===== src/pcg_defs.svh =====
// Register offsets, field positions and reset values of the port C block
`ifndef PCG_DEFS_SVH
`define PCG_DEFS_SVH

`define PCG_ADDR_W          4
`define PCG_OFF_PIN_LEVEL   4'h0
`define PCG_OFF_LATCH       4'h1
`define PCG_OFF_DIRECTION   4'h2
`define PCG_OFF_PERIPH_CTRL 4'h3
`define PCG_OFF_PERIPH_STAT 4'h4

`define PCG_DIR_RESET       8'hff
`define PCG_LATCH_RESET     8'h00
`define PCG_CTRL_RESET      8'h00

// Peripheral control register fields
`define PCG_CTRL_TOSC_EN    0
`define PCG_CTRL_CCP2_EN    1
`define PCG_CTRL_CCP1_EN    2
`define PCG_CTRL_PWM2_EN    3
`define PCG_CTRL_PWM1_EN    4
`define PCG_CTRL_PWM2_TRI   5
`define PCG_CTRL_PWM1_TRI   6

`define PCG_PIN_TOSC_OUT    0
`define PCG_PIN_TOSC_IN     1
`define PCG_PIN_CCP2        1
`define PCG_PIN_CCP1        2

`endif


===== src/pcg_pkg.sv =====
// Types shared by the port C block
package pcg_pkg;

   typedef struct packed {
      logic [7:0] o;
      logic [7:0] oe;
   } pcg_pad_drive_t;

   typedef struct packed {
      logic cmp;
      logic pwm_a;
      logic shutdown;
   } pcg_ccp_out_t;

   typedef struct packed {
      logic capture;
      logic count;
   } pcg_periph_in_t;

endpackage : pcg_pkg


===== src/pcg_port.sv =====
// Port C general-purpose I/O with peripheral pin multiplexing
`include "pcg_defs.svh"
`timescale 1ns/1ns
`default_nettype none

module pcg_port (
   input  wire logic                          clk,
   input  wire logic                          sys_rst,
   // Register port
   input  wire logic [`PCG_ADDR_W-1:0]        reg_addr,
   input  wire logic [7:0]                    reg_wdata,
   input  wire logic                          reg_wr,
   input  wire logic                          reg_rd,
   output var  logic [7:0]                    reg_rdata,
   // Pins
   input  wire logic [7:0]                    pad_in,
   output var  logic [7:0]                    pad_out,
   output var  logic [7:0]                    pad_oe,
   output var  logic                          pad_analog_0,
   output var  logic                          pad_analog_1,
   // Configuration bit for second capture pin placement
   input  wire logic                          second_capture_pin_select,
   // Peripheral side
   input  wire pcg_pkg::pcg_ccp_out_t         first_capture_compare_unit,
   input  wire pcg_pkg::pcg_ccp_out_t         second_capture_compare_unit,
   output var  logic                          timer_external_count_input,
   output var  logic                          first_capture_in,
   output var  logic                          second_capture_in,
   output var  logic                          second_capture_alt_en,
   output var  pcg_pkg::pcg_ccp_out_t         second_capture_alt_out
);

   // --------------------------------------------------------------
   // Registers
   // --------------------------------------------------------------
   logic [7:0] port_c_output_latch;
   logic [7:0] port_c_direction;
   logic [7:0] periph_ctrl;
   logic [7:0] next_latch;
   logic [7:0] next_direction;
   logic [7:0] next_ctrl;
   logic [7:0] next_rdata;
   logic [7:0] port_c_pin_level;

   logic tosc_en;
   logic ccp1_en;
   logic ccp2_en;
   logic pwm1_en;
   logic pwm2_en;
   logic pwm1_tri;
   logic pwm2_tri;
   logic ccp2_here;

   assign tosc_en   = periph_ctrl[`PCG_CTRL_TOSC_EN];
   assign ccp1_en   = periph_ctrl[`PCG_CTRL_CCP1_EN];
   assign ccp2_en   = periph_ctrl[`PCG_CTRL_CCP2_EN];
   assign pwm1_en   = periph_ctrl[`PCG_CTRL_PWM1_EN];
   assign pwm2_en   = periph_ctrl[`PCG_CTRL_PWM2_EN];
   assign pwm1_tri  = periph_ctrl[`PCG_CTRL_PWM1_TRI];
   assign pwm2_tri  = periph_ctrl[`PCG_CTRL_PWM2_TRI];
   assign ccp2_here = second_capture_pin_select;

   // --------------------------------------------------------------
   // Pin synchroniser
   // --------------------------------------------------------------
   pcg_sync u_sync (
      .clk      (clk),
      .sys_rst  (sys_rst),
      .async_in (pad_in),
      .stable   (port_c_pin_level)
   );

   // --------------------------------------------------------------
   // Register access
   // --------------------------------------------------------------
   always_comb begin
      next_latch     = port_c_output_latch;
      next_direction = port_c_direction;
      next_ctrl      = periph_ctrl;
      if (reg_wr) begin
         unique case (reg_addr)
            `PCG_OFF_PIN_LEVEL:   next_latch     = reg_wdata;
            `PCG_OFF_LATCH:       next_latch     = reg_wdata;
            `PCG_OFF_DIRECTION:   next_direction = reg_wdata;
            `PCG_OFF_PERIPH_CTRL: next_ctrl      = {1'b0, reg_wdata[6:0]};
            default: ;
         endcase
      end
   end

   always_comb begin
      next_rdata = 8'h00;
      if (reg_rd) begin
         unique case (reg_addr)
            `PCG_OFF_PIN_LEVEL:   next_rdata = port_c_pin_level;
            `PCG_OFF_LATCH:       next_rdata = port_c_output_latch;
            `PCG_OFF_DIRECTION:   next_rdata = port_c_direction;
            `PCG_OFF_PERIPH_CTRL: next_rdata = periph_ctrl;
            `PCG_OFF_PERIPH_STAT: next_rdata = {4'h0, second_capture_pin_select, tosc_en, pad_oe[1], pad_oe[0]};
            default:              next_rdata = 8'h00;
         endcase
      end
   end

   always_ff @(posedge clk or posedge sys_rst) begin
      if (sys_rst) begin
         port_c_output_latch <= `PCG_LATCH_RESET;
         port_c_direction    <= `PCG_DIR_RESET;
         periph_ctrl         <= `PCG_CTRL_RESET;
         reg_rdata           <= 8'h00;
      end else begin
         port_c_output_latch <= next_latch;
         port_c_direction    <= next_direction;
         periph_ctrl         <= next_ctrl;
         reg_rdata           <= next_rdata;
      end
   end

   // --------------------------------------------------------------
   // Pin multiplexing
   // --------------------------------------------------------------
   function automatic logic pwm_drive(input logic en, input logic tri_cfg, input pcg_pkg::pcg_ccp_out_t u);
      pwm_drive = en && !(tri_cfg && u.shutdown);
   endfunction : pwm_drive

   pcg_pkg::pcg_pad_drive_t next_pad;
   logic                    next_analog_0;
   logic                    next_analog_1;
   logic                    next_count;
   logic                    next_cap1;
   logic                    next_cap2;
   logic                    next_alt_en;
   pcg_pkg::pcg_ccp_out_t   next_alt_out;

   always_comb begin
      // Plain GPIO by default
      next_pad.o  = port_c_output_latch;
      next_pad.oe = ~port_c_direction;

      // First capture unit on bit 2
      if (pwm1_en) begin
         next_pad.o[`PCG_PIN_CCP1]  = first_capture_compare_unit.pwm_a;
         next_pad.oe[`PCG_PIN_CCP1] = pwm_drive(1'b1, pwm1_tri, first_capture_compare_unit);
      end else if (ccp1_en && !port_c_direction[`PCG_PIN_CCP1]) begin
         next_pad.o[`PCG_PIN_CCP1]  = first_capture_compare_unit.cmp;
      end

      // Second capture unit on bit 1 when selected here
      if (ccp2_here && pwm2_en) begin
         next_pad.o[`PCG_PIN_CCP2]  = second_capture_compare_unit.pwm_a;
         next_pad.oe[`PCG_PIN_CCP2] = pwm_drive(1'b1, pwm2_tri, second_capture_compare_unit);
      end else if (ccp2_here && ccp2_en && !port_c_direction[`PCG_PIN_CCP2]) begin
         next_pad.o[`PCG_PIN_CCP2]  = second_capture_compare_unit.cmp;
      end

      // Timer oscillator owns bits 0 and 1
      if (tosc_en) begin
         next_pad.o[`PCG_PIN_TOSC_OUT]  = 1'b0;
         next_pad.oe[`PCG_PIN_TOSC_OUT] = 1'b0;
         next_pad.o[`PCG_PIN_TOSC_IN]   = 1'b0;
         next_pad.oe[`PCG_PIN_TOSC_IN]  = 1'b0;
      end
      next_analog_0 = tosc_en;
      next_analog_1 = tosc_en;

      next_count = !tosc_en && port_c_direction[`PCG_PIN_TOSC_OUT]
                   && port_c_pin_level[`PCG_PIN_TOSC_OUT];
      next_cap1  = port_c_direction[`PCG_PIN_CCP1] && port_c_pin_level[`PCG_PIN_CCP1];
      next_cap2  = ccp2_here && !tosc_en && port_c_direction[`PCG_PIN_CCP2]
                   && port_c_pin_level[`PCG_PIN_CCP2];

      // Hand the second unit to its alternate pin when not selected here
      next_alt_en  = !ccp2_here && (ccp2_en || pwm2_en);
      next_alt_out = ccp2_here ? '0 : second_capture_compare_unit;
   end

   always_ff @(posedge clk or posedge sys_rst) begin
      if (sys_rst) begin
         pad_out                    <= 8'h00;
         pad_oe                     <= 8'h00;
         pad_analog_0               <= 1'b0;
         pad_analog_1               <= 1'b0;
         timer_external_count_input <= 1'b0;
         first_capture_in           <= 1'b0;
         second_capture_in          <= 1'b0;
         second_capture_alt_en      <= 1'b0;
         second_capture_alt_out     <= '0;
      end else begin
         pad_out                    <= next_pad.o;
         pad_oe                     <= next_pad.oe;
         pad_analog_0               <= next_analog_0;
         pad_analog_1               <= next_analog_1;
         timer_external_count_input <= next_count;
         first_capture_in           <= next_cap1;
         second_capture_in          <= next_cap2;
         second_capture_alt_en      <= next_alt_en;
         second_capture_alt_out     <= next_alt_out;
      end
   end

endmodule : pcg_port

`default_nettype wire


===== src/pcg_sync.sv =====
// Three-stage pin synchroniser for the port C inputs
`timescale 1ns/1ns
`default_nettype none

module pcg_sync (
   input  wire logic       clk,
   input  wire logic       sys_rst,
   input  wire logic [7:0] async_in,
   output var  logic [7:0] stable
);

   logic [7:0] s1;
   logic [7:0] s2;
   logic [7:0] s3;
   logic [7:0] next_stable;

   // --------------------------------------------------------------
   // Change accepted once second and third stage agree
   // --------------------------------------------------------------
   always_comb begin
      for (int i = 0; i < 8; i++) begin
         next_stable[i] = (s2[i] == s3[i]) ? s3[i] : stable[i];
      end
   end

   always_ff @(posedge clk or posedge sys_rst) begin
      if (sys_rst) begin
         s1     <= 8'h00;
         s2     <= 8'h00;
         s3     <= 8'h00;
         stable <= 8'h00;
      end else begin
         s1     <= async_in;
         s2     <= s1;
         s3     <= s2;
         stable <= next_stable;
      end
   end

endmodule : pcg_sync

`default_nettype wire


===== config.mk =====
export PLATFORM = sky130hd
export DESIGN_NAME = pcg_port
export DESIGN_NICKNAME = d
export VERILOG_FILES = /design/src/pcg_pkg.sv /design/src/pcg_port.sv /design/src/pcg_sync.sv
export VERILOG_INCLUDE_DIRS = /design/src /design/src/src
export SDC_FILE = /design/constraint.sdc
export NUM_CORES = 1
export LEC_CHECK = 0
export ABC_AREA = 1
export BUFFER_PORTS_ARGS = -buffer_cell sky130_fd_sc_hd__buf_2
export CAP_MARGIN = 20
export CORE_MARGIN = 3
export CORE_UTILIZATION = 33
export DETAILED_ROUTE_END_ITERATION = 6
export PLACE_DENSITY = 0.61
export SLEW_MARGIN = 20
export SYNTH_ARGS = -nofsm -noshare
export SYNTH_HDL_FRONTEND = slang
export SYNTH_SLANG_ARGS = --single-unit

===== constraint.sdc =====
create_clock -name clk -period 3 [get_ports clk]
set_input_delay 0.3 -clock clk [delete_from_list [all_inputs] [get_ports clk]]
set_output_delay 0.3 -clock clk [all_outputs]
set_load 0.02 [all_outputs]

==> impl_metrics.tcl, run 1 <==
set metrics [dict create \
    critPathLaunchType "input pin" \
    clockBufferDepth 2 \
    required_ns 3.21 \
    nets 377 \
    outcome "complete, no violations" \
    crit_type "in -> reg" \
    yosysTopAreaCell "dfrtp_1" \
    grt_pass1_vias 1977 \
    synth_fa_ha_area_share_pct 2.57 \
    clk_latency_ns 0.35 \
    crit_path_max_incr_delay_ns 0.44 \
    ys_seq_area_share_pct 70.2 \
    syn2layout_area_growth_pct 20.1 \
    synth_top_area_share_pct 63.4 \
    synth_top_family_by_area "simple AND/OR/NAND/NOR gates" \
    row_count 34 \
    worst_ep_arrival_time_ns 1.54 \
    drt_drc_violations_left 0 \
    synthArstFlopShare_pct 100 \
    synth-seq-cells 87 \
    rsz0062_at_grt "false" \
    grt_max_degree 48 \
    cts_max_level 3 \
    drv_slew 0 \
    cts-root-buf "clkbuf_8" \
    p_leak_nw 1.88 \
    synthXorXnorAreaFrac_pct 0 \
    dieArea_sq_um 10600 \
    hold_path_class "in -> async" \
    fin_crit_sh_pct 44.2 \
    synth_edf_count 0 \
    fmax_ghz 0.754 \
    worstMarginPinSlew_ns 0.742 \
    cts_made_buffers 9 \
    n_antenna_cell 0 \
    drtIter0Drc 80 \
    place_ws_ns 1.30 \
    crit_path_cell_trace "buf_2 > nor2_4 > nand3_2 > nand2_1 > o21ai_0" \
    synth_compound_area_share_pct 5.38 \
    clk_pin_slew_worst_paths_ns 0.08 \
    wl_mm 6.14 \
    synth_nets 311 \
    post_cts_buffers 0 \
    port_buffers 63 \
    grt_pass1_wl_mm 10.1 \
    synth-simple-area-share_pct 16.6 \
    synth_ff_type "dfrtp_1" \
    cp_slowest_cell "nor2_4" \
    ir_drop_mv 0.239 \
    synth_commonest_cells "79 x dfrtp_1, 42 x nand2_1, 31 x nand3_1" \
    cts_hold_buf 0 \
    setup_tns_ns 0 \
    gp_congestion 0.899 \
    antenna_found_initial 0 \
    yosysMostFrequentCell "dfrtp_1" \
    path_max_fanout 26 \
    dp_hpwl_mm 4.35 \
    via_count 2049 \
    drtPass1Iterations 4 \
    slew_headroom_pct 50.3 \
    grt_overflow 0 \
    setup_viol_count_final 0 \
    cts_sinks 87 \
    power_density_nw_per_um2 708 \
    track_usage_pct 12.5 \
    antenna_left 0 \
    end_kind "flop" \
    ys_top_cells_by_area "dfrtp_1 63%, dfstp_2 6.7%, nand2_1 5.1%" \
    max_cap_viol_count 0 \
    synth_cell_types 24 \
    routedWlPerCell_microns 13.4 \
    skew_ns 0.0132 \
    die_h_microns 103 \
    ios 64 \
    synthMuxAreaShare_pct 0 \
    cts_resized 0 \
    drive_gt1_share_pct 26.8 \
    syn_area_per_cell_sq_um 11.1 \
    initial_core_util_pct 34.9 \
    syn_area_sq_um 3120 \
    die_w_microns 103 \
    core_sq_um 8930 \
    via_per_inst 4.46 \
    fin_crit_ns 1.33 \
    synth_cells 280 \
    setup_slack_ns 1.67 \
    tritoncts "yes" \
    hold_violations 0 \
    yosysWarnings 0 \
]
[state kept, by name, summed over array words and instances, names as in the netlist, 7 cells and up]
name,count
periph_ctrl,7
port_c_output_latch,8
u_sync.stable,8
u_sync.s3,8
u_sync.s1,8
pad_oe,8
reg_rdata,8
u_sync.s2,8
pad_out,8
port_c_direction,8
[through the flow]
stage | instance area [sq um] | utilization (%) | power, mW | instances | hold WS, ns
after global placement | 3540 | 39.6 | 1.82 | 443 | 0.334
after detailed placement | 3540 | 39.6 | 1.83 | 443 | 0.335
after floorplan | 3120 | - | 1.68 | 280 | 0.331
after CTS | 3740 | 41.9 | 2.69 | 459 | 0.0342
after global routing | 3740 | 41.9 | 2.80 | 459 | 0.0235
final | 3740 | 41.9 | 2.65 | 459 | 0.0303
[final timing paths]
kind | from | endpoint | slack (ns) | cells after the start
max | reg_addr[2] | port_c_output_latch[3] | 1.67 | 5
min | sys_rst | timer_external_count_input | 0.03 | 2
max reg2reg | port_c_direction[2] | pad_out[2] | 1.98 | 4
min reg2reg | u_sync.s1[2] | u_sync.s2[2] | 0.35 | 0
max in group asynchronous | sys_rst | port_c_direction[6] | 2.23 | 3
min in group clk | pad_in[4] | u_sync.s1[4] | 0.05 | 1
[where the power goes]
group          internal [mW]  total (mW)  switching (mW)  leakage [nW]
registers               1.34        1.43          0.0954          1.05
clock network          0.468       0.850           0.382         0.104
logic                  0.129       0.367           0.238         0.728
total                   1.94        2.65           0.716          1.88
[critical path, delay by kind of cell]
family	cells	cell delay (ns)
compound gates	1	0.08
simple gates	3	1.00
buf+inv	1	0.15
[cell families (layout without fill, tap and decap cells)]
family,Yosys count,in the layout
AO/OA/AOI/OAI,32,32
adder cells (fa/ha/maj),8,8
buffers and inverters,39,110
flip-flops,87,87
AND/OR/NAND/NOR,114,114
[cells in the final DEF, fill, tap and decap left out]
cell / Yosys / routed
a31oi_1: 2 / 2
a21oi_1: 3 / 3
nor2_4: 3 / 3
o21ai_1: 15 / 15
inv_2: 1 / 1
buf_2: 5 / 63
nor2_2: 1 / 1
nand2_1: 42 / 42
nor2_1: 29 / 29
clkbuf_8: 0 / 9
o31ai_1: 1 / 1
o21ai_0: 10 / 10
clkbuf_1: 2 / 3
nand2_2: 1 / 1
dfrtp_1: 79 / 79
nand4_1: 4 / 4
nor3_1: 1 / 1
nand3_1: 31 / 31
inv_1: 29 / 28
dfstp_2: 8 / 8
maj3_1: 8 / 8
bufinv_16: 0 / 2
nand3_2: 2 / 2
o21bai_1: 1 / 1
buf_12: 0 / 1
clkinv_2: 0 / 3
[cell type report]
class / count / area [sq um]
Inverter: 30 / 114
Timing Repair Buffer: 64 / 335
Clock buffer: 12 / 135
Multi-Input combinational cell: 154 / 766
Clock inverter: 4 / 70.1
Tap cell: 108 / 135
Fill cell: 861 / 5190
Sequential cell: 87 / 2190
[metal layers]
metal	track usage (%)	vias to the layer above	share of wire [%]
li1	-	1030	-
met1	17.1	955	46
met2	18.9	56	47
met3	3.09	8	5.6
met4	5.68	0	1.7
met5	0	-	0
(Power assumes the default switching activity.)
==> run 2: changes to the inputs <==
ABC_AREA = 0   (was 1)
PLACE_DENSITY = 0.62   (was 0.61)
clock period = 1.1 ns   (was 3 ns; I/O delays follow)
==> impl_metrics.tcl, run 2 <==
set metrics [dict create \
    multi_input_area_sq_um 958 \
    slew_headroom_pct 70.7 \
    via_per_inst 4.37 \
    final_cells 467 \
    synth-seq-cells 87 \
    wl_mm 6.63 \
    drv_slew 0 \
    synth_cell_types 33 \
    path_max_fanout 2 \
    ios 64 \
    syn_area_sq_um 3180 \
    whs_path_depth 2 \
    fillerInstances 866 \
    total_power_mw 8.04 \
    critPathLaunchType "flop" \
    die_w_microns 104 \
    row_count 35 \
    layout_common_cells "79 x dfrtp_1, 63 x buf_2, 43 x buf_4" \
    layout_commonest_cell "dfrtp_1" \
    tritoncts "yes" \
    port_buffers 63 \
    fin_crit_sh_pct 102 \
    hold_path_class "in -> reg" \
    power_density_nw_per_um2 1840 \
    fin_crit_ns 1.12 \
    synth_edf_count 0 \
    syn_area_per_cell_sq_um 15.2 \
    yosysMostFrequentCell "dfrtp_1" \
    syn2layout_area_growth_pct 37.6 \
    synth_top_area_share_pct 62.2 \
    cts_max_level 3 \
    grt_max_degree 87 \
    antenna_found_initial 1 \
    routedWlPerCell_microns 14.2 \
    yosysTopAreaCell "dfrtp_1" \
    cts_made_buffers 9 \
    ys_seq_area_share_pct 68.8 \
    cts_sinks 87 \
    via_count 2041 \
    ir_drop_mv 0.610 \
    antenna_left 0 \
    synth_nets 240 \
    ys_top_cells_by_area "dfrtp_1 62%, mux2_2 7.8%, dfstp_2 6.6%" \
    skew_ns 0.00655 \
    drtPass1Iterations 4 \
    hold_violations 0 \
    hold_slack_ns 0.0200 \
    place_ws_ns -0.163 \
    reg2regPathDepth 3 \
    fmax_ghz 0.895 \
    drtIter0Drc 102 \
    setup_slack_ns -0.0169 \
    violations "negative setup slack" \
    clk_pin_slew_worst_paths_ns 0.08 \
    n_antenna_cell 0 \
    clockBufferDepth 2 \
    die_h_microns 104 \
    synthArstFlopShare_pct 100 \
    worstMarginPinSlew_ns 0.440 \
    worst_ep_arrival_time_ns 1.36 \
    rsz0062_at_grt "true" \
    setup_tns_ns -0.0169 \
    drive_gt1_share_pct 50.3 \
    cts-root-buf "clkbuf_8" \
    core_sq_um 9280 \
    max_cap_viol_count 0 \
    end_kind "flop" \
    dieArea_sq_um 10800 \
    synth_ff_type "dfrtp_1" \
    track_usage_pct 13.4 \
    crit_type "reg -> reg" \
    grt_pass1_wl_mm 11.4 \
    required_ns 1.35 \
    setup_viol_count_final 1 \
    gp_congestion 0.869 \
    yosysWarnings 0 \
    grt_pass1_vias 2260 \
    clk_latency_ns 0.35 \
    initial_core_util_pct 34.2 \
    p_leak_nw 2.07 \
    grt_overflow 0 \
    place_inst 433 \
    synth_cells 209 \
    seq_area_sq_um 2190 \
    dp_hpwl_mm 4.69 \
    synth_commonest_cells "79 x dfrtp_1, 22 x mux2_2, 9 x nor2_1" \
    nets 364 \
    drt_drc_violations_left 0 \
    outcome "finished with violations" \
]
## run 2: changes by cell type after synthesis, sizes merged, moves of 18 or more
cell	delta
mux2	+31
o21ai	-18
inv	-23
nand3	-33
nor2	-23
nand2	-39
## run 2: routing by layer
metal  up-vias  GRT usage, %  routed length, microns
li1        983             -                       -
met1       997          17.7                    3170
met2        50          20.7                    3060
met3         9          4.41                     314
met4         2          4.94                      80
met5         -             0                       7
## run 2: worst max-delay path, cell delays in order, from the launching register on
cell and delay, ns:
dfstp_2 0.54, nand4bb_1 0.13, o21ai_2 0.08, a2111oi_4 0.28
## run 2: repair_timing
action                     in CTS  in global routing
buffers inserted                3                  2
pin swaps                       4                  7
hold buffers                   13                  0
gates resized for setup         2                  8
setup endpoints to repair       5                  6
hold endpoints to repair       91                  0
## run 2: path summary, 6_finish.rpt
kind	startpoint	end	slack, ns
worst max-delay path	port_c_direction[1]	pad_out[1]	-0.02
min in group asynchronous	sys_rst	u_sync.s1[4]	0.17
worst max register to register	port_c_direction[1]	pad_out[1]	-0.02
worst min-delay path	reg_wdata[5]	port_c_direction[5]	0.02
worst min register to register	u_sync.s1[2]	u_sync.s2[2]	0.35
max in group asynchronous	sys_rst	port_c_direction[1]	0.29
## run 2: stage by stage
stage	utilization, %	instance area, sq um
floorplan	-	3190
global placement	42.3	3930
detailed placement	42.3	3930
CTS	46.5	4320
global route	47.1	4370
finish	47.1	4370
## run 2: final cells by class
cell class                 count  share of cell area, %
tap                          129                   3.69
inverter                       7                  0.687
timing repair buffer         121                   18.3
clock inverter                 3                   1.49
sequential                    87                   50.0
multi-input combinational    107                   21.9
clock buffer                  13                   3.86
## run 2: cells by family (layout without fill, tap and decap cells)
logic type / Yosys count / count (layout) / synth area share [%]
buf+inv: 15 / 144 / 2.36
compound gates: 25 / 25 / 4.96
simple gates: 42 / 42 / 9.06
flops: 87 / 87 / 68.8
mux: 32 / 32 / 12.2
fa+ha+maj: 8 / 8 / 2.52
## run 2: power by group
part	total (mW)	internal, mW	switching [mW]	leakage [nW]
sequential	3.95	3.70	0.251	1.04
clock	2.51	1.46	1.05	0.120
combinational	1.57	0.804	0.769	0.913
total	8.04	5.97	2.07	2.07
==> run 3: changes to the inputs <==
SKIP_CTS_REPAIR_TIMING = 1   (was not set)
SYNTH_HIERARCHICAL = 1   (was not set)
==> impl_metrics.tcl, run 3 <==
set metrics [dict create \
    outcome "finished with violations" \
    violations "negative hold slack, negative setup slack" \
    yosysMostFrequentCell "dfrtp_1" \
    power_density_nw_per_um2 1820 \
    grt_pass1_vias 2081 \
    fin_crit_ns 1.16 \
    top_layer "met5" \
    drtPass1Iterations 4 \
    hold_path_class "in -> reg" \
    path_max_fanout 2 \
    track_usage_pct 12.6 \
    critPathLaunchType "flop" \
    wl_mm 6.55 \
    dp_hpwl_mm 4.67 \
    grt_max_degree 56 \
    tritoncts "yes" \
    synth_commonest_cells "79 x dfrtp_1, 21 x mux2_2, 9 x nor2_1" \
    crit_type "reg -> reg" \
    final_cells 464 \
    layout_common_cells "79 x dfrtp_1, 63 x buf_2, 37 x buf_4" \
    syn2layout_area_growth_pct 36.0 \
    nets 361 \
    seq_area_sq_um 2190 \
    synth_cells 211 \
    synthArstFlopShare_pct 100 \
    cts_max_level 3 \
    dieArea_sq_um 10900 \
    worst_ep_arrival_time_ns 1.40 \
    finish.instance_area_sq_um 4350 \
    ir_drop_mv 0.732 \
    fmax_ghz 0.860 \
    synth_ff_type "dfrtp_1" \
    end_kind "flop" \
    cts_sinks 87 \
    n_antenna_cell 0 \
    place_inst 433 \
    grt_pass1_wl_mm 10.7 \
    wl_met2_mm 3.04 \
    crit_path_cell_trace "nand4bb_1 > o21ai_1 > a2111oi_2" \
    fin_crit_sh_pct 106 \
    port_buffers 63 \
    synth-seq-cells 87 \
    row_count 35 \
    worstMarginPinSlew_ns 0.394 \
    clk_latency_ns 0.35 \
    die_h_microns 104 \
    hold_slack_ns -0.00207 \
    crit_path_max_incr_delay_ns 0.54 \
    drtIter0Drc 51 \
    ys_seq_area_share_pct 68.4 \
    yosysWarnings 6 \
    ios 64 \
    layout_commonest_cell "dfrtp_1" \
    routedWlPerCell_microns 14.1 \
    hold_violations 1 \
    drive_gt1_share_pct 51.3 \
    antenna_left 0 \
    via_count 2036 \
    cts-root-buf "clkbuf_8" \
    multi_input_area_sq_um 967 \
    ys_top_cells_by_area "dfrtp_1 62%, mux2_2 7.4%, dfstp_2 6.6%" \
    setup_viol_count_final 2 \
    max_cap_viol_count 0 \
    setup_slack_ns -0.0625 \
    drv_slew 0 \
    cts_made_buffers 9 \
    skew_ns 0.0111 \
    route.met3.wl_microns 371 \
    initial_core_util_pct 34.3 \
    m1WireLength_mm 3.02 \
    syn_area_per_cell_sq_um 15.2 \
    required_ns 1.33 \
    grt_overflow 0 \
    fillerInstances 854 \
    synth_nets 242 \
    cp_slowest_cell "dfstp_2" \
    rsz0062_at_grt "true" \
    synth_edf_count 0 \
    slew_headroom_pct 73.7 \
    placed_area_sq_um 3950 \
    syn_area_sq_um 3200 \
    synth_top_area_share_pct 61.8 \
    antenna_found_initial 1 \
    clockBufferDepth 2 \
    gp_congestion 0.796 \
    yosysTopAreaCell "dfrtp_1" \
    die_w_microns 104 \
    via_per_inst 4.39 \
    synth_cell_types 36 \
    drt_drc_violations_left 0 \
    core_sq_um 9330 \
    clk_pin_slew_worst_paths_ns 0.08 \
    p_leak_nw 2.05 \
]
## run 3: kinds of logic (layout without fill, tap and decap cells)
kind of cell / count (synthesis) / count (layout) / share of synthesized area [%]
simple gates: 44 / 44 / 9.39
fa+ha+maj: 8 / 8 / 2.82
compound gates: 24 / 24 / 4.78
buf+inv: 16 / 140 / 2.47
flops: 87 / 87 / 68.4
mux: 32 / 32 / 12.1
## run 3: layout make-up
type	count	area share (%)
Timing Repair Buffer	116	17.8
Tap cell	129	3.71
Inverter	8	0.777
Sequential cell	87	50.3
Clock buffer	9	2.85
Multi-Input combinational cell	108	22.2
Clock inverter	7	2.36
## run 3: per-stage QoR
stage	TNS [ns]	worst slack [ns]	utilization [%]	power, mW
6_report	-0.0779	-0.0625	46.6	7.93
5_1_grt	-0.327	-0.169	46.6	8.36
4_1_cts	-0.225	-0.190	44.7	7.96
3_5_place_dp	-2.26	-0.148	42.3	5.43
3_3_place_gp	-1.82	-0.107	42.3	5.39
2_1_floorplan	-0.0432	-0.0432	-	4.79
## run 3: worst paths after layout
path	startpoint	end	slack [ns]	cells past startpoint
worst max-delay path	port_c_direction[1]	pad_out[1]	-0.06	3
worst min-delay path	second_capture_compare_unit[1]	second_capture_alt_out[1]	-0.002	2
worst max register to register	port_c_direction[1]	pad_out[1]	-0.06	3
worst min register to register	u_sync/s1[1]	u_sync/s2[1]	0.35	0
max in group asynchronous	sys_rst	u_sync/s3[0]	0.41	4
min in group asynchronous	sys_rst	pad_oe[5]	0.37	4
## run 3: report_power, final
group / switching [mW] / internal (mW)
sequential: 0.276 / 3.70
clock: 1.20 / 1.31
combinational: 0.711 / 0.739
## run 3: routing by layer
layer	track usage, %	vias to the layer above
met5	0	-
met4	5.03	2
met3	4.72	12
met2	19.2	43
met1	16.3	997
li1	-	982
## run 3: worst max-delay path: cells and delay by family (launching register included)
family,cells,cell delay [ns]
flip-flops,1,0.54
AO/OA/AOI/OAI,2,0.40
AND/OR/NAND/NOR,1,0.13
